### src/pcu_pkg.sv
// Package: register map, field positions and timing constants of the power control unit
package pcu_pkg;

  // ==========================================================
  // Register offsets on the host I/O port space
  localparam logic [15:0] ADDR_LOWER_OUT  = 16'h7072;
  localparam logic [15:0] ADDR_UPPER_OUT  = 16'h7872;
  localparam logic [15:0] ADDR_TIMERS     = 16'h8072;
  localparam logic [15:0] ADDR_INPUTS     = 16'h8872;
  localparam logic [15:0] ADDR_NMI_STATUS = 16'h9072;
  localparam logic [15:0] ADDR_EVENT_EN   = 16'hC872;
  localparam logic [15:0] ADDR_ACT_MASK   = 16'hD872;

  // ==========================================================
  // Lower output bit positions
  localparam int LO_CLK_EN    = 0;
  localparam int LO_PANEL     = 1;
  localparam int LO_BACKLIGHT = 2;
  localparam int LO_GRANT     = 3;
  localparam int LO_ATTN      = 4;
  localparam int LO_PROC_PD   = 5;
  localparam int LO_GATE_A20  = 6;
  localparam int LO_FULL_PD   = 7;

  // ==========================================================
  // Field positions inside the registers
  localparam int UPD_BIT      = 15;
  localparam int LCL_BIT      = 14;
  localparam int AF_LSB       = 8;
  localparam int EI_LSB       = 10;
  localparam int EA_LSB       = 2;
  localparam int BL_LSB       = 8;
  localparam int PANEL_LSB    = 0;
  localparam int EV_W         = 6;
  localparam int ACT_SEL_W    = 3;

  // ==========================================================
  // Reset values and timeout decode
  localparam logic [15:0] TIMERS_RESET  = 16'h0000;
  localparam logic [7:0]  TIMEOUT_OFF   = 8'h00;
  localparam logic [7:0]  TIMEOUT_ON    = 8'hFF;
  localparam logic [7:0]  STEPS_MAX     = 8'hFF;

  // ==========================================================
  // Timing: one timeout step is five seconds
  localparam int STEP_SECONDS = 5;
  localparam int CLK_HZ       = 100_000_000;
  localparam int STEP_CYCLES  = STEP_SECONDS * CLK_HZ;

  // ==========================================================
  // Local access handshake states
  typedef enum logic [2:0] {
    GR_IDLE  = 3'b001,
    GR_HOLD  = 3'b010,
    GR_GRANT = 3'b100
  } pcu_grant_e;

endpackage

### src/pcu_sync.sv
// Module: three-flop input synchroniser with agreement filter
module pcu_sync #(
  parameter int W = 8
) (
  input  wire logic         clk,
  input  wire logic         rst,
  input  wire logic [W-1:0] din,
  output logic      [W-1:0] dout
);

  logic [W-1:0] s1_q;
  logic [W-1:0] s2_q;
  logic [W-1:0] s3_q;

  // ==========================================================
  // Synchroniser chain; s1 feeds only s2 to keep metastability contained
  always_ff @(posedge clk) begin
    if (rst) begin
      s1_q <= '0;
      s2_q <= '0;
      s3_q <= '0;
    end else begin
      s1_q <= din;
      s2_q <= s1_q;
      s3_q <= s2_q;
    end
  end

  // ==========================================================
  // Accept a new level only once two stages agree, filtering one-cycle glitches
  always_ff @(posedge clk) begin
    if (rst) begin
      dout <= '0;
    end else begin
      for (int i = 0; i < W; i++) begin
        if (s2_q[i] == s3_q[i]) begin
          dout[i] <= s3_q[i];
        end
      end
    end
  end

endmodule

### src/pcu_power_control.sv
// Module: power control unit with latched outputs, idle timer and flagged inputs
//
// How it works
// - Upper register low byte drives outputs 8-F
// - Lower outputs carry fixed functions in order
// - Idle timeout clears panel or backlight output
// - Refresh after key/mouse irq restarts timer
// - Mouse irq level chosen by select field
// - One shared idle timer for both timeouts
// - Timeout steps of five seconds, max 1270
// - Backlight field: 00 off, FF on, n*5s
// - Panel field: 00 off, FF on, n*5s
// - Update enable gates external latch update cycles
// - Local request enable makes input 2 request
// - Attention flag set per causing input
// - Status: live when unenabled, latched when enabled
// - Activity mask selects one input as source
// - Enabled input change raises NMI; input 7 on rising edge only
// - Enabled input asserts local attention output
// - Unused enable bits ignored on write
// - NMI flag per input, cleared via enables
// - NMI status upper and low bits read zero
// - External output latch cleared at power-up
// - Grant only after hold acknowledge, then handshake
module pcu_power_control #(
  parameter int STEP_CYCLES = pcu_pkg::STEP_CYCLES
) (
  input  wire logic        CLK,
  input  wire logic        RST,
  input  wire logic [15:0] IO_ADDR,
  input  wire logic        IO_WR,
  input  wire logic        IO_RD,
  input  wire logic [15:0] IO_WDATA,
  output logic      [15:0] IO_RDATA,
  input  wire logic [7:0]  MUX_INPUTS,
  input  wire logic        CPU_CLK_EN_IN,
  input  wire logic        PROC_PD_IN,
  input  wire logic        GATE_A20_IN,
  input  wire logic        FULL_PD_IN,
  input  wire logic        KBD_IRQ,
  input  wire logic [3:0]  MOUSE_IRQ,
  input  wire logic [1:0]  MOUSE_IRQ_SEL,
  input  wire logic        REFRESH_TICK,
  input  wire logic        HOLD_ACK,
  input  wire logic        KBC_BYTE_VALID,
  input  wire logic [7:0]  KBC_BYTE,
  output logic      [7:0]  LOWER_OUT,
  output logic      [7:0]  UPPER_OUT,
  output logic      [7:0]  LATCH_DATA,
  output logic             LATCH_LOAD,
  output logic             LATCH_CLEAR,
  output logic             NMI_OUT,
  output logic             HOLD_REQ,
  output logic      [7:0]  KBC_OPCODE,
  output logic             KBC_OPCODE_VALID,
  output logic             ACTIVITY_OUT
);

  localparam int PW = $clog2(STEP_CYCLES + 1);

  logic [15:0]                  timers_q;
  logic                         upd_en_q;
  logic                         lcl_en_q;
  logic [pcu_pkg::EV_W-1:0]     ei_q;
  logic [pcu_pkg::EV_W-1:0]     ea_q;
  logic [pcu_pkg::ACT_SEL_W-1:0] act_sel_q;
  logic [7:0]                   live;
  logic [7:0]                   prev_q;
  logic [pcu_pkg::EV_W-1:0]     ev;
  logic [pcu_pkg::EV_W-1:0]     en_any;
  logic [pcu_pkg::EV_W-1:0]     stat_q;
  logic [pcu_pkg::EV_W-1:0]     nmi_flag_q;
  logic [pcu_pkg::EV_W-1:0]     attn_flag_q;
  logic [PW-1:0]                presc_q;
  logic [7:0]                   steps_q;
  logic                         act_pend_q;
  logic                         activity;
  logic [7:0]                   bl_to;
  logic [7:0]                   pn_to;
  logic                         panel_on;
  logic                         bl_on;
  logic                         req_lvl;
  logic [pcu_pkg::EV_W-1:0]     stat_view;
  logic [7:0]                   ev_by_pin;
  pcu_pkg::pcu_grant_e          gr_q;

  // ==========================================================
  // Input pins cross into the clock domain
  pcu_sync #(
    .W (8)
  ) u_in_sync (
    .clk  (CLK),
    .rst  (RST),
    .din  (MUX_INPUTS),
    .dout (live)
  );

  // Events: input 7 counts rising edges only, inputs 6-2 any transition
  assign ev     = {live[7] & ~prev_q[7], live[6:2] ^ prev_q[6:2]};
  assign en_any = ei_q | ea_q;
  assign req_lvl = lcl_en_q & live[2];

  // Status seen by the host: live level until an enable makes it sticky
  assign stat_view = (en_any & stat_q) | (~en_any & live[7:2]);
  // Events placed at their pin positions, so the activity select indexes them directly
  assign ev_by_pin = {ev, 2'b00};

  // ==========================================================
  // Host register writes; reserved bits are simply not stored
  always_ff @(posedge CLK) begin
    if (RST) begin
      UPPER_OUT <= 8'h00;
      timers_q  <= pcu_pkg::TIMERS_RESET;
      upd_en_q  <= 1'b0;
      lcl_en_q  <= 1'b0;
      ei_q      <= '0;
      ea_q      <= '0;
      act_sel_q <= '0;
    end else if (IO_WR) begin
      unique case (IO_ADDR)
        pcu_pkg::ADDR_UPPER_OUT: UPPER_OUT <= IO_WDATA[7:0];
        pcu_pkg::ADDR_TIMERS:    timers_q  <= IO_WDATA;
        pcu_pkg::ADDR_INPUTS: begin
          // Flag and status bits of this register are read-only
          upd_en_q <= IO_WDATA[pcu_pkg::UPD_BIT];
          lcl_en_q <= IO_WDATA[pcu_pkg::LCL_BIT];
        end
        pcu_pkg::ADDR_EVENT_EN: begin
          // Bits 9-8 and 1-0 are dropped here
          ei_q <= IO_WDATA[pcu_pkg::EI_LSB +: pcu_pkg::EV_W];
          ea_q <= IO_WDATA[pcu_pkg::EA_LSB +: pcu_pkg::EV_W];
        end
        pcu_pkg::ADDR_ACT_MASK:  act_sel_q <= IO_WDATA[pcu_pkg::ACT_SEL_W-1:0];
        default: ;
      endcase
    end
  end

  // ==========================================================
  // Host register reads answer one cycle after the read strobe
  always_ff @(posedge CLK) begin
    if (RST) begin
      IO_RDATA <= 16'h0000;
    end else if (IO_RD) begin
      unique case (IO_ADDR)
        pcu_pkg::ADDR_LOWER_OUT:  IO_RDATA <= {8'h00, LOWER_OUT};
        pcu_pkg::ADDR_UPPER_OUT:  IO_RDATA <= {8'h00, UPPER_OUT};
        pcu_pkg::ADDR_TIMERS:     IO_RDATA <= timers_q;
        pcu_pkg::ADDR_INPUTS:     IO_RDATA <= {upd_en_q, lcl_en_q, attn_flag_q, stat_view, live[1:0]};
        pcu_pkg::ADDR_NMI_STATUS: IO_RDATA <= {8'h00, nmi_flag_q, 2'b00};
        pcu_pkg::ADDR_EVENT_EN:   IO_RDATA <= {ei_q, 2'b00, ea_q, 2'b00};
        pcu_pkg::ADDR_ACT_MASK:   IO_RDATA <= {13'h0, act_sel_q};
        default:                  IO_RDATA <= 16'h0000;
      endcase
    end
  end

  // ==========================================================
  // Input status and event flags; cleared enables also block new events, so a clear wins
  always_ff @(posedge CLK) begin
    if (RST) begin
      prev_q      <= 8'h00;
      stat_q      <= '0;
      nmi_flag_q  <= '0;
      attn_flag_q <= '0;
    end else begin
      prev_q      <= live;
      stat_q      <= (en_any & (stat_q | ev)) | (~en_any & live[7:2]);
      nmi_flag_q  <= (nmi_flag_q & en_any) | (ev & ei_q);
      attn_flag_q <= (attn_flag_q & en_any) | (ev & ea_q);
    end
  end

  // ==========================================================
  // NMI and activity outputs from the flags and the selected input
  // Select codes 0 and 1 name live-only inputs and pick no source
  always_ff @(posedge CLK) begin
    if (RST) begin
      NMI_OUT      <= 1'b0;
      ACTIVITY_OUT <= 1'b0;
    end else begin
      NMI_OUT      <= |nmi_flag_q;
      ACTIVITY_OUT <= (act_sel_q >= 3'h2) && ev_by_pin[act_sel_q];
    end
  end

  // ==========================================================
  // Shared idle timer; only keyboard and one mouse level count as activity
  assign activity = KBD_IRQ | MOUSE_IRQ[MOUSE_IRQ_SEL];

  always_ff @(posedge CLK) begin
    if (RST) begin
      act_pend_q <= 1'b0;
      presc_q    <= '0;
      steps_q    <= 8'h00;
    end else begin
      // Activity arriving on the refresh tick itself stays pending for the next one
      act_pend_q <= (act_pend_q & ~REFRESH_TICK) | activity;
      if (REFRESH_TICK && act_pend_q) begin
        presc_q <= '0;
        steps_q <= 8'h00;
      end else if (presc_q == PW'(STEP_CYCLES - 1)) begin
        presc_q <= '0;
        if (steps_q != pcu_pkg::STEPS_MAX) begin
          steps_q <= steps_q + 8'h01;
        end
      end else begin
        presc_q <= presc_q + PW'(1);
      end
    end
  end

  // Timeout decode: zero forces off, all-ones forces on, else n steps
  // The step count saturates, so a long idle period never wraps back to on
  assign bl_to    = timers_q[pcu_pkg::BL_LSB +: 8];
  assign pn_to    = timers_q[pcu_pkg::PANEL_LSB +: 8];
  assign bl_on    = (bl_to == pcu_pkg::TIMEOUT_ON) || ((bl_to != pcu_pkg::TIMEOUT_OFF) && (steps_q < bl_to));
  assign panel_on = (pn_to == pcu_pkg::TIMEOUT_ON) || ((pn_to != pcu_pkg::TIMEOUT_OFF) && (steps_q < pn_to));

  // ==========================================================
  // Local register access handshake with the keyboard controller
  always_ff @(posedge CLK) begin
    if (RST) begin
      gr_q     <= pcu_pkg::GR_IDLE;
      HOLD_REQ <= 1'b0;
    end else begin
      unique case (gr_q)
        pcu_pkg::GR_IDLE: begin
          if (req_lvl) begin
            gr_q     <= pcu_pkg::GR_HOLD;
            HOLD_REQ <= 1'b1;
          end
        end
        pcu_pkg::GR_HOLD: begin
          // Grant waits for the processor to yield the bus
          if (HOLD_ACK) begin
            gr_q <= pcu_pkg::GR_GRANT;
          end
        end
        pcu_pkg::GR_GRANT: begin
          // Only the request falling ends an access; a falling hold acknowledge does not
          if (!req_lvl) begin
            gr_q     <= pcu_pkg::GR_IDLE;
            HOLD_REQ <= 1'b0;
          end
        end
        default: begin
          gr_q     <= pcu_pkg::GR_IDLE;
          HOLD_REQ <= 1'b0;
        end
      endcase
    end
  end

  // Opcode byte captured while granted
  always_ff @(posedge CLK) begin
    if (RST) begin
      KBC_OPCODE       <= 8'h00;
      KBC_OPCODE_VALID <= 1'b0;
    end else begin
      KBC_OPCODE_VALID <= (gr_q == pcu_pkg::GR_GRANT) && KBC_BYTE_VALID;
      if ((gr_q == pcu_pkg::GR_GRANT) && KBC_BYTE_VALID) begin
        KBC_OPCODE <= KBC_BYTE;
      end
    end
  end

  // ==========================================================
  // Lower outputs in fixed order
  always_ff @(posedge CLK) begin
    if (RST) begin
      LOWER_OUT <= 8'h00;
    end else begin
      LOWER_OUT[pcu_pkg::LO_CLK_EN]    <= CPU_CLK_EN_IN;
      LOWER_OUT[pcu_pkg::LO_PANEL]     <= panel_on;
      LOWER_OUT[pcu_pkg::LO_BACKLIGHT] <= bl_on;
      LOWER_OUT[pcu_pkg::LO_GRANT]     <= (gr_q == pcu_pkg::GR_GRANT);
      LOWER_OUT[pcu_pkg::LO_ATTN]      <= |(attn_flag_q & ea_q);
      LOWER_OUT[pcu_pkg::LO_PROC_PD]   <= PROC_PD_IN;
      LOWER_OUT[pcu_pkg::LO_GATE_A20]  <= GATE_A20_IN;
      LOWER_OUT[pcu_pkg::LO_FULL_PD]   <= FULL_PD_IN;
    end
  end

  // ==========================================================
  // External latch: cleared during reset, reloaded when outputs differ while update is enabled and no load went out the cycle before
  always_ff @(posedge CLK) begin
    if (RST) begin
      LATCH_CLEAR <= 1'b1;
      LATCH_DATA  <= 8'h00;
      LATCH_LOAD  <= 1'b0;
    end else begin
      LATCH_CLEAR <= 1'b0;
      // Comparing against the latch copy means a change made while disabled still lands later
      // A load is never issued on back-to-back cycles, so the latch sees one clean strobe
      LATCH_LOAD  <= upd_en_q && (LOWER_OUT != LATCH_DATA) && !LATCH_LOAD;
      if (upd_en_q && (LOWER_OUT != LATCH_DATA) && !LATCH_LOAD) begin
        LATCH_DATA <= LOWER_OUT;
      end
    end
  end
endmodule

### config.mk
export PLATFORM = sky130hd
export DESIGN_NAME = pcu_power_control
export DESIGN_NICKNAME = d
export VERILOG_FILES = /design/src/pcu_pkg.sv /design/src/pcu_sync.sv /design/src/pcu_power_control.sv
export SDC_FILE = /design/constraint.sdc
export NUM_CORES = 1
export LEC_CHECK = 0
export BUFFER_PORTS_ARGS = -buffer_cell sky130_fd_sc_hd__clkbuf_2
export CORE_UTILIZATION = 40
export CTS_CLUSTER_DIAMETER = 120
export CTS_CLUSTER_SIZE = 28
export DETAILED_ROUTE_END_ITERATION = 8
export SETUP_SLACK_MARGIN = 0.2
export SLEW_MARGIN = 20
export SYNTH_ARGS = -nofsm -noshare
export SYNTH_HDL_FRONTEND = slang
export SYNTH_SLANG_ARGS = --single-unit
### constraint.sdc
create_clock -name CLK -period 2.79 [get_ports CLK]
set_input_delay 0.558 -clock CLK [delete_from_list [all_inputs] [get_ports CLK]]
set_output_delay 0.558 -clock CLK [all_outputs]
set_load 0.01 [all_outputs]
==> impl.org <==
** STA
- Transition time at the pin with the least slew margin :: between 0.7 and 0.8 ns
- In the finished design, the share of the clock period the worst path needs comes to 0.7818.
- Count of pins over their slew limit :: 0
- Setup repair after global routing left no endpoint under its margin.
- The number of hold violations in the final report came to 0.
- Setup Total Neg Slack :: 0 ns
- Rel. slew slack :: 0.5128
- FMAX :: approximately 460 MHz
- Post-route clock skew :: a little under 0.01 ns
- Number of setup violations in the final report :: 0
- Time the final worst path needs with I/O delays and setup :: around 2.2 ns

** Placement
- Summing all placed instances gives a cell area of between 8000 and 9000 um2.
- The HPWL after detailed placement is approximately 15000 um.
- At the end of routability-driven placement, the weighted congestion stood at 0.9222.
- I/O Buffers :: 119

** Yosys
- In the synthesized netlist the dominant register cell turns out to be sky130_fd_sc_hd__dfxtp_1.
- Async set-or-reset flop fraction in the synthesized netlist :: 0
- Sequential area share after synthesis :: 0.4585
- Gate Count Post-Synth :: around 900
- After synthesis the netlist holds a flip-flop and latch count of roughly 180.
- In this run, synthesis inferred 0 flip-flops with an integrated enable.
- In this run the mean area of a mapped cell was just under 9 um2.
- Net Count, Synth :: a little under 1000
- The synthesized netlist occupies a cell area of 8034 um2.
- Warnings, synthesis :: 0
- Ranked by total cell area, the synthesized netlist is headed by sky130_fd_sc_hd__dfxtp_1, sky130_fd_sc_hd__mux2i_1, sky130_fd_sc_hd__nor2_1.
- Library cells used by synthesis :: 62
- Proportion of netlist area held by the largest area contributor :: 0.4585
- Most area-hungry cell type in the Yosys netlist :: sky130_fd_sc_hd__dfxtp_1

** Floorplanning
- Number of core rows :: a little over 50
- Core box area :: approximately 20000 um2
- The floorplan step defined a die boundary enclosing approximately 21000 um2.
- For this configuration, the core starts out at a cell density of 0.4101.
- Die height :: about 140 um
- 120 I/O pins were placed.
- Die Width :: about 140 um

** Worst setup path
- For the worst setup path, the data required time is between 3 and 4 ns.
- Counting cells, the worst reg-to-reg path comes to 6.
- Category of the critical setup timing path :: reg2reg
- On the worst path, the slowest cell contributes a delay of 0.49 ns.
- STA classifies the critical path startpoint as a register.
- R2R Path Start :: presc_q[0]
- In this run the register-to-register setup slack is around 0.61 ns.
- In this run the critical register-to-register path is captured at steps_q[7].
- Critical Path, Cell by Cell :: ha_1 > nand4_1 > nor2_1 > o2111ai_2 > or4_1 > a21oi_1
- For the worst setup path, the data arrival time is ~2.5 ns.
- Among all stages on the critical path, the largest delay is contributed by sky130_fd_sc_hd__or4_1.
- Along the worst path, the maximum fanout reaches 12.
- The worst setup path is captured at a register.

** Route
- Detailed Route Iter0 Violations :: ~500
- The pre-antenna-repair detailed-routing pass consisted of 5 iterations.
- DR WL/cell :: roughly 16 um
- ANT nets after route :: 0
- The final route contains about 6800 vias.
- After detailed routing, the total wire length is 20160 um.
- Using the TritonRoute via totals, the vias-per-cell ratio works out to around 5.2.
- After detailed routing, the number of remaining DRC violations is 0.

** GRT
- Entering global routing, the biggest net connects 109 pins.
- Global-route wire length before repair :: between 30000 and 40000 um
- In this run the most used layer during global routing was met1.
- Number of global-route vias before repair :: a little under 6000
- For met3 alone, demand over resource in global routing was 0.04265.
- M1 GR Usage :: 0.2901
- For met2 alone, demand over resource in global routing was 0.2856.
- The total overflow left after global routing is 0.
- Overall track demand over capacity in global routing :: 0.2001
- The initial antenna violation count came to 0.

** Layout
- NumNets Final :: between 1000 and 1500
- Diodes inserted :: 0
- Layout overhead on the synthesized area :: 18.58%
- In the final layout, the share of cells above drive strength 1 is 0.1837.
- Register Area :: around 3700 um2
- The multi-input combinational cells in the finished layout cover a total of 4070 um2.
- Final standard cell area without fillers :: roughly 9500 um2
- After filler insertion, the fill cell instance count of the layout stands at roughly 1900.
- Measured on the finished design, the core utilization comes to 0.4863.

** Min path
- The tightest min-delay check is of the in2reg type.
- For hold timing, the worst endpoint is LOWER_OUT[7].
- The startpoint identified for the worst hold timing path is FULL_PD_IN.
- Along the worst hold path, the cell count comes to 2.

** Power and ir drop
- Dividing total power by cell area gives a power density of about 570 nW/um2.
- VDD sags by at most approximately 430 uV.
- Leakage :: about 3.6 nW

** Clock network
- Clock network latency to the later pin of the worst-skew pair :: 0.43 ns
- Root Buffer :: sky130_fd_sc_hd__clkbuf_16
- Count of clock tree sinks :: about 180
- Max Buffers Root-to-Sink :: 2
- The number of clock buffers added by TritonCTS is 17.
- After clock tree synthesis, the flow added hold-fix buffers numbering 0.
- Clock tree from TritonCTS :: built
- After clock tree synthesis, the clock-pin slew on the worst setup and hold paths is around 0.07 ns.
- Max H-tree Level :: 4

** Run
- Max Cap Viol :: 0

** Status
- The flow ran to the end, and the final reports show no timing, DRC or antenna violations.
per-layer routing:
layer | wire [um] | share of wire
met1 | 9875 | 0.49
met2 | 8484 | 0.42
met3 | 1352 | 0.067
met4 | 450 | 0.022
met5 | 0 | 0
repair_timing:
action	4_1_cts	5_1_grt
gates resized for setup	0	1
buffers inserted	0	0
endpoints found under the setup margin	0	1
placed cells by master (no fill, tap or decap), types with 17 or more instances in the layout:
master                      Yosys  layout
sky130_fd_sc_hd__dfxtp_1      184     184
sky130_fd_sc_hd__nor2_1       125     125
sky130_fd_sc_hd__a21oi_1       61      61
sky130_fd_sc_hd__clkbuf_2       0     118
sky130_fd_sc_hd__nor2b_1       41      41
sky130_fd_sc_hd__nand3_1       18      18
sky130_fd_sc_hd__xor2_1        30      30
sky130_fd_sc_hd__nor3_1        22      22
sky130_fd_sc_hd__clkbuf_16      0      17
sky130_fd_sc_hd__mux2i_1       54      54
sky130_fd_sc_hd__o21ai_0       45      45
sky130_fd_sc_hd__inv_1         21      21
sky130_fd_sc_hd__nand2_1       88      88
cell families after synthesis:
logic type,after synthesis,share of synthesized area
AOI/OAI and AO/OA,151,0.1129
xor gates and xnor gates,41,0.04470
adders and majority gates,16,0.02492
buffers and inverters,62,0.03566
DFF,184,0.4585
muxes,61,0.07989
and+or+nand+nor,388,0.2434
worst max-delay path, delay by kind of cell, from the launching register on:
| kind | cells | cell delay [ns] |
|---|---|---|
| flops | 1 | 0.38 |
| fa+ha+maj | 1 | 0.23 |
| simple gates | 3 | 1.01 |
| compound gates | 2 | 0.50 |
per-stage QoR:
stage          cells  hold WS, ns  total power, W  worst slack [ns]
2_1_floorplan    903       0.4138        0.002832            0.4462
3_3_place_gp    1262       0.4183        0.002925            0.2836
3_5_place_dp    1262       0.4220        0.002925            0.2603
4_1_cts         1294       0.3187        0.005504            0.4493
5_1_grt         1294       0.3380        0.005625            0.3585
6_report        1294       0.3350        0.005444            0.6088
flip-flops by register name, indices dropped and copies added (netlist names), 8 cells and up:
name,cells
u_in_sync.s3_q,8
presc_q,29
LATCH_DATA,8
LOWER_OUT,8
IO_RDATA,16
u_in_sync.s1_q,8
timers_q,16
u_in_sync.s2_q,8
steps_q,8
UPPER_OUT,8
KBC_OPCODE,8
u_in_sync.dout,8
worst max-delay path by stage:
stage | startpoint | endpoint | slack (ns) | cells after the start
2_1_floorplan | IO_ADDR[0] | IO_RDATA[5] | 0.45 | 7
3_3_place_gp | IO_ADDR[0] | IO_RDATA[7] | 0.28 | 6
3_5_place_dp | IO_ADDR[0] | IO_RDATA[7] | 0.26 | 6
4_1_cts | presc_q[0] | steps_q[7] | 0.45 | 6
5_1_grt | presc_q[0] | steps_q[7] | 0.36 | 6
6_report | presc_q[0] | steps_q[7] | 0.61 | 6
cell type report:
cell class | instances | share of cell area
flip-flops and latches | 184 | 0.3867
clock inverters | 12 | 0.01944
multi-input cells | 657 | 0.4272
well taps | 265 | 0.03480
clock buffers | 20 | 0.04689
inverters | 21 | 0.008274
repair buffers | 135 | 0.07670
power by group:
group	switching (W)	internal, W	leakage [nW]
logic	0.000120	0.0000804	1.83
clock network	0.00104	0.00154	0.300
registers	0.0000140	0.00265	1.49
cells in the mapped netlist, types with 5 or more instances:
cell / instances
sky130_fd_sc_hd__a211oi_1: 5
sky130_fd_sc_hd__nor2b_1: 41
sky130_fd_sc_hd__or3_1: 5
sky130_fd_sc_hd__o21ai_0: 45
sky130_fd_sc_hd__a22oi_1: 6
sky130_fd_sc_hd__xnor2_1: 11
sky130_fd_sc_hd__nand4_1: 15
sky130_fd_sc_hd__nor4_1: 15
sky130_fd_sc_hd__nor3_1: 22
sky130_fd_sc_hd__nor2_1: 125
sky130_fd_sc_hd__a221oi_1: 7
sky130_fd_sc_hd__ha_1: 16
sky130_fd_sc_hd__mux2i_1: 54
sky130_fd_sc_hd__clkbuf_1: 26
sky130_fd_sc_hd__inv_1: 21
sky130_fd_sc_hd__xor2_1: 30
sky130_fd_sc_hd__o21ai_1: 5
sky130_fd_sc_hd__nand3_1: 18
sky130_fd_sc_hd__nand2_1: 88
sky130_fd_sc_hd__a21oi_1: 61
sky130_fd_sc_hd__mux2_2: 5
sky130_fd_sc_hd__nand2b_1: 6
sky130_fd_sc_hd__and3_1: 9
sky130_fd_sc_hd__dfxtp_1: 184
Note: power is estimated with default switching activity, not from simulation.
